File: src/aur_pkg.sv
// Shared constants and types of the asynchronous serial receiver with wake-up
package aur_pkg;

  // ----------------------------------------------------------------
  // Register map
  // ----------------------------------------------------------------
  localparam int ADDR_W = 3;
  localparam logic [2:0] OFF_RX_STATUS = 3'h0;
  localparam logic [2:0] OFF_RX_DATA = 3'h1;
  localparam logic [2:0] OFF_TX_STATUS = 3'h2;
  localparam logic [2:0] OFF_BAUD_CTRL = 3'h3;
  localparam logic [2:0] OFF_DIV_HIGH = 3'h4;
  localparam logic [2:0] OFF_DIV_LOW = 3'h5;
  localparam logic [2:0] OFF_IRQ_CTRL = 3'h6;

  // ----------------------------------------------------------------
  // Receive status/control fields
  // ----------------------------------------------------------------
  localparam int RS_SERIAL_PORT_ENABLE = 7;
  localparam int RS_NINE_BIT_RECEIVE_ENABLE = 6;
  localparam int RS_SINGLE_RECEIVE_ENABLE = 5;
  localparam int RS_CONTINUOUS_RECEIVE_ENABLE = 4;
  localparam int RS_ADDRESS_DETECT_ENABLE = 3;
  localparam int RS_FRAMING_ERROR_FLAG = 2;
  localparam int RS_OVERRUN_FLAG = 1;
  localparam int RS_NINTH_RECEIVED_BIT = 0;
  localparam logic [7:0] RS_WRITE_MASK = 8'hf8;

  // ----------------------------------------------------------------
  // Transmit status/control, baud control and interrupt control fields
  // ----------------------------------------------------------------
  localparam int TS_SYNC_MODE = 4;
  localparam int TS_HIGH_SPEED_BAUD_SELECT = 2;
  localparam int TS_SHIFT_EMPTY = 1;
  localparam int BC_RECEIVER_IDLE_STATUS = 6;
  localparam int BC_RECEIVE_POLARITY_SELECT = 5;
  localparam int BC_WIDE_DIVISOR_SELECT = 3;
  localparam int BC_WAKE_ON_BREAK_ENABLE = 1;
  localparam logic [7:0] BC_WRITE_MASK = 8'h3b;
  localparam int IC_RECEIVE_INTERRUPT_ENABLE = 0;
  localparam int IC_RECEIVE_COMPLETE_FLAG = 1;

  // ----------------------------------------------------------------
  // Reset values
  // ----------------------------------------------------------------
  localparam logic [7:0] RST_RX_STATUS = 8'h00;
  localparam logic [7:0] RST_TX_STATUS = 8'h00;
  localparam logic [7:0] RST_BAUD_CTRL = 8'h00;
  localparam logic [7:0] RST_DIV = 8'h00;

  // ----------------------------------------------------------------
  // Timing counts
  // ----------------------------------------------------------------
  localparam int OVERSAMPLE = 16;
  localparam logic [3:0] OS_MID = 4'h8;
  localparam logic [3:0] OS_LAST = 4'hf;
  localparam logic [1:0] SLOW_PRESCALE_LAST = 2'h3;
  localparam logic [3:0] LAST_BIT_EIGHT = 4'h7;
  localparam logic [3:0] LAST_BIT_NINE = 4'h8;
  localparam int BUF_DEPTH = 2;

  // ----------------------------------------------------------------
  // Types
  // ----------------------------------------------------------------
  typedef struct packed {
    logic framing_error;
    logic ninth_bit;
    logic [7:0] data;
  } aur_word_s;

  typedef enum logic [3:0] {
    AUR_IDLE = 4'b0001,
    AUR_START = 4'b0010,
    AUR_DATA = 4'b0100,
    AUR_STOP = 4'b1000
  } aur_state_e;

endpackage

File: src/aur_receiver.sv
// Asynchronous serial receiver with two-word buffer and wake-on-break
`timescale 1ns/100ps
module aur_receiver (
  input wire logic clk,
  input wire logic reset,
  input wire logic clk_en,
  input wire logic [aur_pkg::ADDR_W-1:0] reg_addr,
  input wire logic [7:0] reg_wdata,
  input wire logic reg_write,
  input wire logic reg_read,
  output logic [7:0] reg_rdata,
  input wire logic serial_receive_pin,
  input wire logic sleep,
  output logic receive_complete_flag,
  output logic receive_irq
);
  import aur_pkg::*;

  // ----------------------------------------------------------------
  // Helpers
  // ----------------------------------------------------------------
  function automatic logic maj3(input logic [2:0] s);
    maj3 = (s[0] & s[1]) | (s[0] & s[2]) | (s[1] & s[2]);
  endfunction

  function automatic logic hit(input logic [ADDR_W-1:0] a, input logic [ADDR_W-1:0] off);
    hit = (a == off);
  endfunction

  // ----------------------------------------------------------------
  // Declarations
  // ----------------------------------------------------------------
  logic [7:0] rx_status;
  logic [7:0] tx_status;
  logic [7:0] baud_ctrl;
  logic [7:0] div_high;
  logic [7:0] div_low;
  logic receive_interrupt_enable;
  logic rx_meta;
  logic rx_sync;
  logic rx_prev;
  logic [15:0] brg_cnt;
  logic brg_tick;
  logic [1:0] prescale;
  logic tick16;
  aur_state_e state;
  logic [3:0] os_cnt;
  logic [3:0] bit_cnt;
  logic [2:0] samples;
  logic [8:0] shifter;
  logic word_done;
  aur_word_s word_in;
  aur_word_s buffer [BUF_DEPTH];
  logic rd_ptr;
  logic [1:0] count;
  logic wake_flag;
  logic wake_seen;
  logic rx_line;
  logic serial_port_enable;
  logic nine_bit_receive_enable;
  logic continuous_receive_enable;
  logic address_detect_enable;
  logic overrun_flag;
  logic async_mode;
  logic wake_on_break_enable;
  logic high_speed_baud_select;
  logic wide_divisor_select;
  logic rx_enabled;
  logic [15:0] divisor;
  logic data_read;
  logic word_kept;
  logic pop;
  logic push;
  logic fall_edge;
  logic rise_edge;
  logic wake_monitor;
  logic sample_now;
  aur_word_s head;

  assign serial_port_enable = rx_status[RS_SERIAL_PORT_ENABLE];
  assign nine_bit_receive_enable = rx_status[RS_NINE_BIT_RECEIVE_ENABLE];
  assign continuous_receive_enable = rx_status[RS_CONTINUOUS_RECEIVE_ENABLE];
  assign address_detect_enable = rx_status[RS_ADDRESS_DETECT_ENABLE];
  assign overrun_flag = rx_status[RS_OVERRUN_FLAG];
  assign async_mode = ~tx_status[TS_SYNC_MODE];
  assign wake_on_break_enable = baud_ctrl[BC_WAKE_ON_BREAK_ENABLE];
  assign high_speed_baud_select = tx_status[TS_HIGH_SPEED_BAUD_SELECT];
  assign wide_divisor_select = baud_ctrl[BC_WIDE_DIVISOR_SELECT];
  assign head = buffer[rd_ptr];

  // Receiver runs only in async mode, enabled, awake, not waiting for wake
  assign rx_enabled = serial_port_enable & async_mode & continuous_receive_enable
    & ~sleep & ~wake_on_break_enable & ~overrun_flag;

  // ----------------------------------------------------------------
  // Pin synchroniser and polarity
  // ----------------------------------------------------------------
  always_ff @(posedge clk) begin
    if (reset) begin
      rx_meta <= 1'b1;
      rx_sync <= 1'b1;
      rx_prev <= 1'b1;
    end else if (clk_en) begin
      rx_meta <= serial_receive_pin;
      rx_sync <= rx_meta;
      rx_prev <= rx_line;
    end
  end

  assign rx_line = rx_sync ^ baud_ctrl[BC_RECEIVE_POLARITY_SELECT];
  assign fall_edge = rx_prev & ~rx_line;
  assign rise_edge = ~rx_prev & rx_line;

  // ----------------------------------------------------------------
  // Baud generator
  // ----------------------------------------------------------------
  assign divisor = wide_divisor_select ? {div_high, div_low} : {8'h00, div_low};

  always_ff @(posedge clk) begin
    if (reset) begin
      brg_cnt <= 16'h0000;
      brg_tick <= 1'b0;
    end else if (clk_en) begin
      brg_tick <= 1'b0;
      if (!serial_port_enable || sleep) begin
        brg_cnt <= divisor;
      end else if (brg_cnt == 16'h0000) begin
        brg_cnt <= divisor;
        brg_tick <= 1'b1;
      end else begin
        brg_cnt <= brg_cnt - 16'h0001;
      end
    end
  end

  // Slow mode gives x64 ticks; divide by four down to the x16 sample rate
  always_ff @(posedge clk) begin
    if (reset) begin
      prescale <= 2'h0;
      tick16 <= 1'b0;
    end else if (clk_en) begin
      tick16 <= 1'b0;
      if (brg_tick) begin
        if (high_speed_baud_select || wide_divisor_select) begin
          tick16 <= 1'b1;
        end else begin
          prescale <= prescale + 2'h1;
          tick16 <= (prescale == SLOW_PRESCALE_LAST);
        end
      end
    end
  end

  // ----------------------------------------------------------------
  // Data recovery and receive shifter
  // ----------------------------------------------------------------
  assign sample_now = tick16 && (os_cnt == OS_MID);

  always_ff @(posedge clk) begin
    if (reset) begin
      state <= AUR_IDLE;
      os_cnt <= 4'h0;
      bit_cnt <= 4'h0;
      samples <= 3'h7;
      shifter <= 9'h000;
      word_done <= 1'b0;
      word_in <= '0;
    end else if (clk_en) begin
      word_done <= 1'b0;
      if (tick16) begin
        samples <= {samples[1:0], rx_line};
      end
      if (!rx_enabled) begin
        state <= AUR_IDLE;
        os_cnt <= 4'h0;
      end else begin
        unique case (state)
          AUR_IDLE: begin
            os_cnt <= 4'h0;
            if (tick16 && !rx_line) begin
              state <= AUR_START;
            end
          end
          AUR_START: begin
            if (tick16) begin
              os_cnt <= os_cnt + 4'h1;
              if (sample_now && maj3({samples[1:0], rx_line})) begin
                state <= AUR_IDLE;
              end else if (os_cnt == OS_LAST) begin
                state <= AUR_DATA;
                bit_cnt <= 4'h0;
              end
            end
          end
          AUR_DATA: begin
            if (tick16) begin
              os_cnt <= os_cnt + 4'h1;
              if (sample_now) begin
                shifter <= {maj3({samples[1:0], rx_line}), shifter[8:1]};
              end
              if (os_cnt == OS_LAST) begin
                bit_cnt <= bit_cnt + 4'h1;
                if (bit_cnt == (nine_bit_receive_enable ? LAST_BIT_NINE
                                                        : LAST_BIT_EIGHT)) begin
                  state <= AUR_STOP;
                end
              end
            end
          end
          AUR_STOP: begin
            if (tick16) begin
              os_cnt <= os_cnt + 4'h1;
              if (sample_now) begin
                word_done <= 1'b1;
                word_in.framing_error <= ~maj3({samples[1:0], rx_line});
                word_in.ninth_bit <= nine_bit_receive_enable & shifter[8];
                word_in.data <= nine_bit_receive_enable ? shifter[7:0] : shifter[8:1];
                state <= AUR_IDLE;
              end
            end
          end
        endcase
      end
    end
  end

  // ----------------------------------------------------------------
  // Two-word receive buffer
  // ----------------------------------------------------------------
  assign data_read = reg_read && hit(reg_addr, OFF_RX_DATA);
  assign pop = data_read && (count != 2'h0);
  assign word_kept = word_done && !overrun_flag
    && !(address_detect_enable && nine_bit_receive_enable && !word_in.ninth_bit);
  assign push = word_kept && ((count != 2'h2) || pop);

  always_ff @(posedge clk) begin
    if (reset) begin
      rd_ptr <= 1'b0;
      count <= 2'h0;
      buffer[0] <= '0;
      buffer[1] <= '0;
    end else if (clk_en) begin
      if (push) begin
        buffer[rd_ptr ^ count[0]] <= word_in;
      end
      if (pop) begin
        rd_ptr <= ~rd_ptr;
      end
      count <= count + {1'b0, push} - {1'b0, pop};
    end
  end

  // ----------------------------------------------------------------
  // Wake-on-break monitor
  // ----------------------------------------------------------------
  assign wake_monitor = wake_on_break_enable && serial_port_enable && async_mode;

  always_ff @(posedge clk) begin
    if (reset) begin
      wake_flag <= 1'b0;
      wake_seen <= 1'b0;
    end else if (clk_en) begin
      if (wake_monitor && fall_edge && !wake_seen) begin
        wake_flag <= 1'b1;
        wake_seen <= 1'b1;
      end else begin
        if (data_read) begin
          wake_flag <= 1'b0;
        end
        if (!wake_monitor || rise_edge) begin
          wake_seen <= 1'b0;
        end
      end
    end
  end

  // ----------------------------------------------------------------
  // Register writes and hardware-owned status bits
  // ----------------------------------------------------------------
  always_ff @(posedge clk) begin
    if (reset) begin
      rx_status <= RST_RX_STATUS;
      tx_status <= RST_TX_STATUS;
      baud_ctrl <= RST_BAUD_CTRL;
      div_high <= RST_DIV;
      div_low <= RST_DIV;
      receive_interrupt_enable <= 1'b0;
    end else if (clk_en) begin
      if (reg_write && hit(reg_addr, OFF_RX_STATUS)) begin
        rx_status <= (reg_wdata & RS_WRITE_MASK) | (rx_status & ~RS_WRITE_MASK);
      end
      if (!continuous_receive_enable
          || (reg_write && hit(reg_addr, OFF_RX_STATUS)
              && !reg_wdata[RS_CONTINUOUS_RECEIVE_ENABLE])) begin
        rx_status[RS_OVERRUN_FLAG] <= 1'b0;
      end else if (word_kept && (count == 2'h2) && !pop) begin
        rx_status[RS_OVERRUN_FLAG] <= 1'b1;
      end
      if (reg_write && hit(reg_addr, OFF_TX_STATUS)) begin
        tx_status <= reg_wdata;
      end
      if (reg_write && hit(reg_addr, OFF_BAUD_CTRL)) begin
        baud_ctrl <= reg_wdata & BC_WRITE_MASK;
      end else if (wake_seen && wake_monitor && rise_edge) begin
        baud_ctrl[BC_WAKE_ON_BREAK_ENABLE] <= 1'b0;
      end
      if (reg_write && hit(reg_addr, OFF_DIV_HIGH)) begin
        div_high <= reg_wdata;
      end
      if (reg_write && hit(reg_addr, OFF_DIV_LOW)) begin
        div_low <= reg_wdata;
      end
      if (reg_write && hit(reg_addr, OFF_IRQ_CTRL)) begin
        receive_interrupt_enable <= reg_wdata[IC_RECEIVE_INTERRUPT_ENABLE];
      end
    end
  end

  // ----------------------------------------------------------------
  // Read port: data stands only in the cycle after the strobe
  // ----------------------------------------------------------------
  always_ff @(posedge clk) begin
    if (reset) begin
      reg_rdata <= 8'h00;
    end else if (clk_en) begin
      reg_rdata <= 8'h00;
      if (reg_read) begin
        unique case (reg_addr)
          OFF_RX_STATUS: begin
            reg_rdata <= rx_status;
            reg_rdata[RS_FRAMING_ERROR_FLAG] <= (count != 2'h0) & head.framing_error;
            reg_rdata[RS_NINTH_RECEIVED_BIT] <= head.ninth_bit;
          end
          OFF_RX_DATA: reg_rdata <= head.data;
          OFF_TX_STATUS: begin
            reg_rdata <= tx_status;
            reg_rdata[TS_SHIFT_EMPTY] <= 1'b1;
          end
          OFF_BAUD_CTRL: begin
            reg_rdata <= baud_ctrl;
            reg_rdata[BC_RECEIVER_IDLE_STATUS] <= (state == AUR_IDLE);
          end
          OFF_DIV_HIGH: reg_rdata <= div_high;
          OFF_DIV_LOW: reg_rdata <= div_low;
          OFF_IRQ_CTRL: begin
            reg_rdata[IC_RECEIVE_INTERRUPT_ENABLE] <= receive_interrupt_enable;
            reg_rdata[IC_RECEIVE_COMPLETE_FLAG] <= receive_complete_flag;
          end
          default: reg_rdata <= 8'h00;
        endcase
      end
    end
  end

  // ----------------------------------------------------------------
  // Receive flag and interrupt request
  // ----------------------------------------------------------------
  always_ff @(posedge clk) begin
    if (reset) begin
      receive_complete_flag <= 1'b0;
      receive_irq <= 1'b0;
    end else if (clk_en) begin
      receive_complete_flag <= (count != 2'h0) | wake_flag;
      receive_irq <= ((count != 2'h0) | wake_flag) & receive_interrupt_enable;
    end
  end

  // ----------------------------------------------------------------
  // Assertions
  // ----------------------------------------------------------------
  a_irq_gated: assert property (
    @(posedge clk) disable iff (reset)
    receive_irq |-> receive_complete_flag && $past(receive_interrupt_enable))
    else $error("interrupt raised without flag or enable");

  a_overrun_third: assert property (
    @(posedge clk) disable iff (reset)
    clk_en && word_kept && count == 2'h2 && !pop && continuous_receive_enable
    |=> overrun_flag && count == 2'h2)
    else $error("third word did not set overrun");

  a_continuous_receive_enable_clears: assert property (
    @(posedge clk) disable iff (reset)
    clk_en && !continuous_receive_enable |=> !overrun_flag)
    else $error("overrun kept while continuous receive off");

  a_wake_idle: assert property (
    @(posedge clk) disable iff (reset)
    clk_en && wake_on_break_enable |=> state == AUR_IDLE && !word_done)
    else $error("receiver active while wake enabled");

  a_wake_flag_set: assert property (
    @(posedge clk) disable iff (reset)
    clk_en && wake_monitor && fall_edge && !wake_seen
    |=> wake_flag ##1 (receive_complete_flag || !clk_en))
    else $error("wake edge did not raise receive flag");

  a_wue_autoclr: assert property (
    @(posedge clk) disable iff (reset)
    clk_en && wake_seen && wake_monitor && rise_edge && !reg_write |=> !wake_on_break_enable)
    else $error("wake enable not cleared on rising edge");

  a_addr_filter: assert property (
    @(posedge clk) disable iff (reset)
    clk_en && word_done && address_detect_enable && nine_bit_receive_enable
    && !word_in.ninth_bit && !pop |=> $stable(count))
    else $error("address filter let a data character in");

  a_sleep_idle: assert property (
    @(posedge clk) disable iff (reset)
    clk_en && sleep |=> state == AUR_IDLE && !brg_tick)
    else $error("receiver ran during sleep");

  a_no_wake_sync: assert property (
    @(posedge clk) disable iff (reset)
    clk_en && !async_mode && !wake_seen |=> !wake_seen)
    else $error("wake armed in synchronous mode");

  a_wake_read_clr: assert property (
    @(posedge clk) disable iff (reset)
    clk_en && data_read && !(wake_monitor && fall_edge && !wake_seen) |=> !wake_flag)
    else $error("data read did not clear wake flag");

endmodule

File: config.mk
export PLATFORM = sky130hd
export DESIGN_NAME = aur_receiver
export DESIGN_NICKNAME = d
export VERILOG_FILES = /design/src/aur_pkg.sv /design/src/aur_receiver.sv
export SDC_FILE = /design/constraint.sdc
export NUM_CORES = 1
export LEC_CHECK = 0
export ABC_AREA = 1
export BUFFER_PORTS_ARGS = -buffer_cell sky130_fd_sc_hd__buf_2
export CAP_MARGIN = 20
export CORE_AREA = 2 2 161 163
export CTS_BUF_LIST = sky130_fd_sc_hd__clkbuf_8
export DETAILED_ROUTE_END_ITERATION = 8
export DIE_AREA = 0 0 163 165
export SLEW_MARGIN = 20
export SYNTH_ARGS = -nofsm -noshare
export SYNTH_HDL_FRONTEND = slang
export SYNTH_SLANG_ARGS = --single-unit
File: constraint.sdc
create_clock -name clk -period 1.8 [get_ports clk]
set_input_delay 0.27 -clock clk [delete_from_list [all_inputs] [get_ports clk]]
set_output_delay 0.27 -clock clk [all_outputs]
set_load 0.005 [all_outputs]
Word level (Yosys, flattened, before mapping)
Memory sizes are Yosys's and may differ from the RTL's. A register that Yosys moved wholly into a read port is not among the register bits.
Cells that the tools add are included.
- register bits: 110
- bits in latches: 0
- RAM bits: 20
- memory bits (read-only): 0
- logic and storage cells: 220
- memories: 1
- add/subtract/negate cells: 6
- multipliers: 0
- divide/modulo/power cells: 0
- order comparisons: 0
- equality and inequality tests: 30
- shift operators: 0
- multiplexer cells: 56
- bitwise gates (word level): 28
- reduce and logical (&&, ||, !) cells: 68
- memories (name ; depth ; bits a word ; read ports ; clocked after Yosys merged registers in ; wr ports ; line ; RTL):
    buffer ; 2 ; 10 ; 1 ; 1 ; 2 ; aur_receiver.sv:53 ; aur_word_s buffer [BUF_DEPTH];
- operators with widths (kind ; number):
    4-bit two-way mux ; 18
    16-bit two-way mux ; 3
    6-bit case mux with 6 select lines ; 1
    1-bit two-way mux ; 26
    2-bit AND reduction ; 13
    1-bit logical AND ; 25
    3-bit != test (second input constant) ; 8
    16-bit logical NOT ; 1
    8-bit two-way mux ; 2
    4-bit case mux with 2 select lines ; 2
    4-bit case mux with 4 select lines ; 1
    16-bit by 1-bit subtractor with 16-bit output (second input constant) ; 1
    2-bit case mux with 7 select lines ; 1
    1-bit bitwise AND ; 13
    4-bit equality test (second input constant) ; 3
    2-bit != test (second input constant) ; 6
    1-bit logical NOT ; 10
    10-bit two-way mux ; 1
    5-bit AND reduction ; 2
    2-bit nonzero test ; 5
    10-bit OR reduction ; 1
    3-bit equality test (second input constant) ; 3
    1-bit inverter ; 9
    9-bit AND reduction ; 1
    22 further kinds ; 32

Depth between registers and ports, before layout
Gate-level depths: netlist of run 1.
- depth after elaboration: 11
- depth in mapped cells: 14

Worst setup path before layout of run 1
No wires, ideal clock.
- path kind: input -> register
- start: in reg_addr[2] (netlist name)
- end: reg count[1]
- setup time: 0.070 ns
- arrival time: 1.919 ns
- required time: 1.730 ns
- setup slack: -0.189 ns
- cell stages on the path: 14
- buffers on the path: 0
- cells stage by stage: inv_2 nand3_4 inv_2 nand2_1 nor2_4 nor3_2 or2_2 ha_1 inv_1 ha_1 a21oi_1 o21a_1 o21ai_0 a21oi_1
- longest elaborated chain between the ends: 7
- ends and longest elaborated chain (what ; line ; RTL):
    from (decl) ; aur_receiver.sv:7 ; input wire logic [aur_pkg::ADDR_W-1:0] reg_addr,
    3-bit by 1-bit equality test with 1-bit output (*) ; aur_receiver.sv:27 ; hit = (a == off);
    1-bit logical AND (*) ; aur_receiver.sv:230 ; assign data_read = reg_read && hit(reg_addr, OFF_RX_DATA);
    1-bit logical AND (*) ; aur_receiver.sv:231 ; assign pop = data_read && (count != 2'h0);
    1-bit logical OR ; aur_receiver.sv:234 ; assign push = word_kept && ((count != 2'h2) || pop);
    1-bit logical AND ; aur_receiver.sv:234 ;
    2-bit by 1-bit adder with 2-bit output ; aur_receiver.sv:249 ; count <= count + {1'b0, push} - {1'b0, pop};
    2-bit by 1-bit subtractor with 2-bit output (*) ; aur_receiver.sv:249 ;
    to (signal assigned) ; aur_receiver.sv:249 ;
    to (decl) ; aur_receiver.sv:55 ; logic [1:0] count;
Mark *: on every way between the ends. The rest lies on a longest branch, timed or not.
A chain may end at the register's enable or synchronous reset.

Worst setup path in the final report of run 1
- start: reg rx_status[1]
- end: reg count[1]
- longest elaborated chain between the ends: 6
- ends and longest elaborated chain (what ; line ; RTL):
    from (decl) ; aur_receiver.sv:33 ; logic [7:0] rx_status;
    from (signal assigned) ; aur_receiver.sv:290 ; rx_status <= (reg_wdata & RS_WRITE_MASK) | (rx_status & ~RS_WRITE_MASK);
    1-bit logical NOT ; aur_receiver.sv:232 ; assign word_kept = word_done && !overrun_flag
    1-bit logical AND ; aur_receiver.sv:232 ;
    1-bit logical AND ; aur_receiver.sv:233 ; && !(address_detect_enable && nine_bit_receive_enable && !word_in.ninth_bit);
    1-bit logical AND ; aur_receiver.sv:234 ;
    2-bit by 1-bit adder with 2-bit output ; aur_receiver.sv:249 ;
    2-bit by 1-bit subtractor with 2-bit output ; aur_receiver.sv:249 ;
Every way passes these cells.

==> results.ini, run 1 <==
[drt]
drc=0
drtAntennaViolNets=0
wire_per_inst_um=13.3
drt_iter0_drc=451
finalWirelength_mm=17.0
firstDrtPassIters=7
via_per_inst=4.48
num_vias=5739

[critical_path]
endpoint_kind=register
crit_path_top_delay_cell=dfxtp_2
worstPathCellList=inv_2 > nand2_2 > a31oi_4 > inv_2 > or2_4 > ha_4 > inv_2 > ha_4 > a21oi_2 > o21a_1 > o21ai_1 > a21oi_1
cpMostUsedCell=inv_2
start_kind=register
arrival_ns=2.23
r2r_slack_ns=-0.04
critPathBufInv=3
crit_start=rx_status[1]$_SDFFE_PP0P_
cp_top_family=compound AO/OA/AOI/OAI gates
required_ns=2.19
r2r_start=rx_status[1]$_SDFFE_PP0P_
endpoint=count[1]$_SDFFE_PP0P_
rr_worst_depth=12
path_max_fanout=2
crit_cells=12
timing.rr.end=count[1]$_SDFFE_PP0P_
worstSetupPathType=register to register
critical-path-max-stage-delay_ns=0.32

[synthesis]
synth_most_common_cell=nand2_1
yosysWarningCount=0
synth_seq_cells=128
yosysUniqueCellTypes=43
yosysTopAreaCell=dfxtp_1
netlist_area_um2=6210
syn_nets=888
netlist_top_cells_count=nand2_1, inv_1, dfxtp_1
ys_async_sr_fraction_pct=0
synth_edf_count=20
synthTopCellsByArea=dfxtp_1, nand2_1, edfxtp_1
synth_flop_cell=dfxtp_1
netlist.area_leader.share_pct=34.8
synth_cells=862
yosysSeqAreaShare_pct=44.5
synth.avg_cell_area_um2=7.21

[run_status]
violations=negative setup slack
status=complete, but fails checks

[clocking]
htreeDepth=4
clk_pin_slew_ns=0.08
cts_tree=built
cts_buffer_depth=2
cts-root-buf=clkbuf_8
numCtsBuffers=17
clkLatencyLatePin_ns=0.46
clock-sinks=128
hold_buffers=0

[power_and_ir_drop]
internal-power_mw=4.66
irDropWorstVdd_mv=0.392
power_density_nw_per_um2=815
p_clk_share_pct=43.2
power_leakage_nw=3.05
netSwitchingPower_mw=1.59
switching_share_pct=25.5
pwr-share-seq_pct=47.9
comb_power_share_pct=8.9
total_power_mw=6.26

[sta]
worst_pin_slew_ns=0.403
finalSetupTns_ns=-0.0408
period_share_pct=102
finalHoldViolations=0
slew_headroom_pct=72.8
finalMaxSlewViolations=0
period_needed_ns=1.84
fmax_mhz=543
skew_ns=0.0139
fin_ws_ns=-0.0408
rsz0062_at_grt=true
finalSetupViolations=1

[placed_design]
hpwl_mm=12.5
gp_congestion=0.864
portBuffers=27

[floorplanning]
std_cell_rows=58
die-area_um2=26900
core_um2=25000
io_pins=28
initial_core_util_pct=24.8
die_x_um=163
fp.dieH_um=165

[grt]
grt-ovfl-total=0
antenna_found_initial=1
use_met3_pct=2.89
grt_pass1_wl_mm=28.1
grt_pass1_vias=5569
busiest_layer=met2
gr-usage-all-layers_pct=13.3
use_met1_pct=17.4
grt_max_degree=37
use_met2_pct=21.9

[hold_path]
hp-class=input pin to register

[final_layout]
syn_to_final_growth_pct=23.6
fin_nets=963
final_util_pct=30.7
drive_gt1_share_pct=16.4
fill_cells=2727

[run]
max_cap_violations=0

[power by group through the flow]
stage	logic (mW)	clock network [mW]	registers, mW
3_3_place_gp	0.544	0	3.06
5_1_grt	0.628	2.89	3.01
6_report	0.558	2.70	3.00
2_1_floorplan	0.332	0	3.06
4_1_cts	0.550	2.78	3.00
3_5_place_dp	0.547	0	3.06
[stage by stage]
step	setup WS (ns)	instances	hold slack [ns]	cell area (um^2)
3_3_place_gp	-0.321	1244	0.434	7140
3_5_place_dp	-0.337	1244	0.444	7140
6_report	-0.0408	1281	0.0380	7680
4_1_cts	-0.0449	1277	0.0229	7590
2_1_floorplan	-0.115	862	0.396	6270
5_1_grt	-0.154	1280	0.0502	7680
[worst reg2reg max path, cell delays in order (launching register included)]
cell	delay, ns
dfxtp_2	0.32
inv_2	0.06
nand2_2	0.06
a31oi_4	0.15
inv_2	0.05
or2_4	0.25
ha_4	0.26
inv_2	0.04
ha_4	0.15
a21oi_2	0.10
o21a_1	0.15
o21ai_1	0.06
a21oi_1	0.11
[cell usage in the layout (no fill, tap or decap), types with 17 or more instances in the layout]
cell | netlist | final
nor2_1 | 96 | 90
dfxtp_1 | 108 | 105
nand2_1 | 172 | 167
buf_2 | 9 | 27
o21ai_0 | 82 | 78
edfxtp_1 | 20 | 20
buf_4 | 3 | 57
clkbuf_8 | 0 | 17
nand3_1 | 40 | 39
inv_1 | 110 | 108
a21oi_1 | 107 | 106
[what timing repair did]
item / 4_1_cts / 5_1_grt
resized for setup: 2 / 24
pin swaps: 0 / 4
buffers inserted: 1 / 3
endpoints found under the setup margin: 14 / 49
[worst min path at each step]
stage,end,depth (start not counted),start
after floorplan,rx_meta$_SDFFE_PP1P_,2,serial_receive_pin
after global placement,shifter[0]$_SDFFE_PP0P_,2,shifter[0]$_SDFFE_PP0P_
after detailed placement,shifter[0]$_SDFFE_PP0P_,2,shifter[0]$_SDFFE_PP0P_
after CTS,rx_meta$_SDFFE_PP1P_,3,serial_receive_pin
after global routing,rx_meta$_SDFFE_PP1P_,3,serial_receive_pin
final,rx_meta$_SDFFE_PP1P_,3,serial_receive_pin
[metal layers]
| metal | wire length [um] | share of wire, % |
|---|---|---|
| met1 | 8120 | 48 |
| met2 | 7930 | 47 |
| met3 | 729 | 4.3 |
| met4 | 214 | 1.3 |
| met5 | 0 | 0 |
[registers in the layout (all words and copies together) (netlist names), 5 cells and up, named ones only]
| register | count |
|---|---|
| brg_cnt | 16 |
| tx_status | 7 |
| shifter | 9 |
| baud_ctrl | 5 |
| reg_rdata | 8 |
| word_in | 10 |
| rx_status | 6 |
| buffer | 20 |
| div_high | 8 |
| div_low | 8 |
[cell type report]
type | instances | area [um^2] | area share (%)
multi-input combinational | 586 | 2990 | 38.9
sequential | 128 | 2770 | 36.0
timing repair buffer | 87 | 623 | 8.11
inverter | 117 | 460 | 5.99
tap | 330 | 413 | 5.38
clock buffer | 17 | 234 | 3.05
clock inverter | 15 | 194 | 2.52
antenna | 1 | 2.50 | 0.0326
[logic make-up (layout without fill, tap and decap cells)]
logic type / count (synthesis) / after routing / synth area share (%)
simple gates: 338 / 338 / 23.2
compound gates: 223 / 223 / 18.9
buf+inv: 148 / 236 / 9.30
flops: 128 / 128 / 44.5
xor+xnor: 15 / 15 / 2.11
fa+ha+maj: 8 / 8 / 1.61
mux: 2 / 2 / 0.322
other cells: 0 / 1 / 0
No activity file was read; power rests on OpenSTA's default activity.
==> inputs of run 2 (changes only) <==
- ABC_AREA: 1 -> 0
- CORE_AREA: 2 2 161 163 -> 2 2 162 164
- DIE_AREA: 0 0 163 165 -> 0 0 164 166
==> run 2 against run 1 <==
Effect of this change:
- the run still ends with negative setup slack left
- wire length rose by 3.1%
- critical path depth fell by 6
- first-iteration DRC count fell by 35%
- fmax fell by 9.8%
- global-route usage fell by 0.49 points
- count of clock-buffer cells in the layout rose by 2
- worst hold slack improved by 0.0014 ns
- highest routed layer unchanged
==> results.ini, run 2 <==
[run_status]
status=complete, but fails checks
violations=negative setup slack

[hold_path]
min_to=rx_meta$_SDFFE_PP1P_
hold_depth=2
hp-start=serial_receive_pin
hp-class=input pin to register

[synthesis]
yosysTopAreaCell=dfxtp_1
yosysWarningCount=0
ys_async_sr_fraction_pct=0
synth_flop_cell=dfxtp_1
netlist_area_um2=6250
synth_top_family_by_area=simple AND/OR/NAND/NOR gates
synth_mux_area_share_pct=12.1
netlist_top_cells_count=dfxtp_1, nor2_1, mux2i_1
synth_xor_area_share_pct=0.981
synth-compound-area-share_pct=15.5
synth_seq_cells=128
syn_nets=722
yosysUniqueCellTypes=61
synth_cells=696
netlist.area_leader.share_pct=34.6
synthTopCellsByArea=dfxtp_1, mux2i_1, edfxtp_1
synth_edf_count=20
yosys.area_share.simple_pct=21.7
yosysSeqAreaShare_pct=44.2
synth.avg_cell_area_um2=8.98
synth_fa_ha_area_share_pct=1.60

[final_layout]
final_common_cell=buf_4
reg.largest.list=buffer x20, brg_cnt x16, word_in x10
layout_common_cells=buf_4, dfxtp_1, nor2_1
largest_reg_flops=20
drive_gt1_share_pct=33.4
diodes=0
design_area_um2=8430
fin_nets=846
fill_cells=2607
fin_cells=1168
largest-register=buffer
syn_to_final_growth_pct=34.9

[sta]
period_share_pct=113
period_needed_ns=2.04
fmax_mhz=490
finalSetupViolations=26
worst_pin_slew_ns=0.552
rsz0062_at_grt=true
skew_ns=0.0112
finalHoldViolations=0
slew_headroom_pct=62.7
finalMaxSlewViolations=0
fin_ws_ns=-0.240
finalSetupTns_ns=-3.50

[clocking]
clock-sinks=128
cts_buffer_depth=2
clkLatencyLatePin_ns=0.45
hold_buffers=0
clk_pin_slew_ns=0.08
htreeDepth=4
cts-root-buf=clkbuf_8
cts_tree=built
numCtsBuffers=17

[power_and_ir_drop]
netSwitchingPower_mw=1.48
pwr-share-seq_pct=49.3
power_leakage_nw=3.12
internal-power_mw=4.57
p_clk_share_pct=42.6
power_density_nw_per_um2=717
irDropWorstVdd_mv=0.344
comb_power_share_pct=8.1
switching_share_pct=24.4

[drt]
firstDrtPassIters=5
num_vias=5556
drt_iter0_drc=295
drtAntennaViolNets=0
wire_per_inst_um=15.0
drc=0
via_per_inst=4.76
finalWirelength_mm=17.5

[floorplanning]
die-area_um2=27200
io_pins=28
core_um2=25600
fp.dieH_um=166
initial_core_util_pct=24.4
die_x_um=164
std_cell_rows=59

[critical_path]
timing.rr.end=brg_cnt[2]$_SDFFE_PP0P_
start_kind=register
arrival_ns=2.37
rr_worst_depth=6
endpoint_kind=register
r2r_start=brg_cnt[11]$_SDFFE_PP0P_
path_max_fanout=4
required_ns=2.13
worstSetupPathType=register to register
r2r_slack_ns=-0.24

[placed_design]
portBuffers=27
place_area_um2=7460
pre_cts_slack_ns=-0.258
hpwl_mm=11.7
dp_cells=1113
gp_congestion=0.808

[grt]
grt-ovfl-total=0
grt_pass1_vias=5423
grt_pass1_wl_mm=27.5
grt_max_degree=110
gr-usage-all-layers_pct=12.8
antenna_found_initial=0

[run]
max_cap_violations=0

## run 2: cell count changes in the layout (fill, tap and decap cells not counted), moves of 11 or more
cell,delta
and2_1,+21
mux2i_1,+59
inv_1,-94
a21oi_1,-73
mux2_2,+11
nand2_1,-131
o21ai_0,-65
buf_4,+47
nand3_1,-25
buf_6,+16
## run 2: timing repair
item / CTS / global route
setup buffers: 8 / 11
pin swaps: 18 / 28
resized for setup: 41 / 82
endpoints found under the setup margin: 69 / 84
gates cloned: 3 / 4
## run 2: worst max path at each step
stage	start	to	slack [ns]
global placement	brg_cnt[11]$_SDFFE_PP0P_	brg_cnt[2]$_SDFFE_PP0P_	-0.25
floorplan	brg_cnt[11]$_SDFFE_PP0P_	brg_cnt[2]$_SDFFE_PP0P_	-0.19
finish	brg_cnt[11]$_SDFFE_PP0P_	brg_cnt[2]$_SDFFE_PP0P_	-0.24
CTS	brg_cnt[11]$_SDFFE_PP0P_	brg_cnt[2]$_SDFFE_PP0P_	-0.23
global route	brg_cnt[11]$_SDFFE_PP0P_	brg_cnt[9]$_SDFFE_PP0P_	-0.32
detailed placement	brg_cnt[11]$_SDFFE_PP0P_	brg_cnt[6]$_SDFFE_PP0P_	-0.26
## run 2: layout make-up
cell class	instances	area (um^2)	share of cell area (%)
Sequential cell	128	2780	32.9
Multi-Input combinational cell	508	3620	42.9
Timing Repair Buffer	149	1150	13.7
Clock buffer	19	262	3.10
Clock inverter	13	144	1.71
Tap cell	335	419	4.97
Inverter	16	60.1	0.713
## run 2: worst max-delay path: stages (launching register included)
cell,delay [ns]
dfxtp_2,0.32
or3_4,0.38
or4_4,0.46
o21a_4,0.26
mux2_2,0.27
a22oi_1,0.17
nor2_1,0.05
## run 2: logic make-up after synthesis
group | Yosys count
xor gates and xnor gates | 7
DFF | 128
and+or+nand+nor | 272
buffers and inverters | 62
adders and majority gates | 8
AOI/OAI and AO/OA | 146
muxes | 73
## run 2: power groups by stage
stage,Combinational [mW],Sequential [mW],Clock [mW]
after global routing,0.534,2.98,2.76
after global placement,0.456,3.04,0
after CTS,0.476,2.98,2.64
after floorplan,0.274,3.04,0
after detailed placement,0.458,3.04,0
final,0.489,2.98,2.58
## run 2: stage by stage
step	hold WS (ns)	power [mW]	utilization (%)
2_1_floorplan	0.392	3.31	-
3_3_place_gp	0.444	3.50	29.1
3_5_place_dp	0.453	3.50	29.1
4_1_cts	0.0204	6.09	31.5
5_1_grt	0.0393	6.27	32.9
6_report	0.0393	6.04	32.9
## run 2: routing by layer
layer	wire length [um]	track usage [%]	vias up
met3	636	2.60	40
met5	0	0	-
met4	586	6.79	0
met2	8560	20.9	105
li1	-	-	2740
met1	7740	15.9	2671
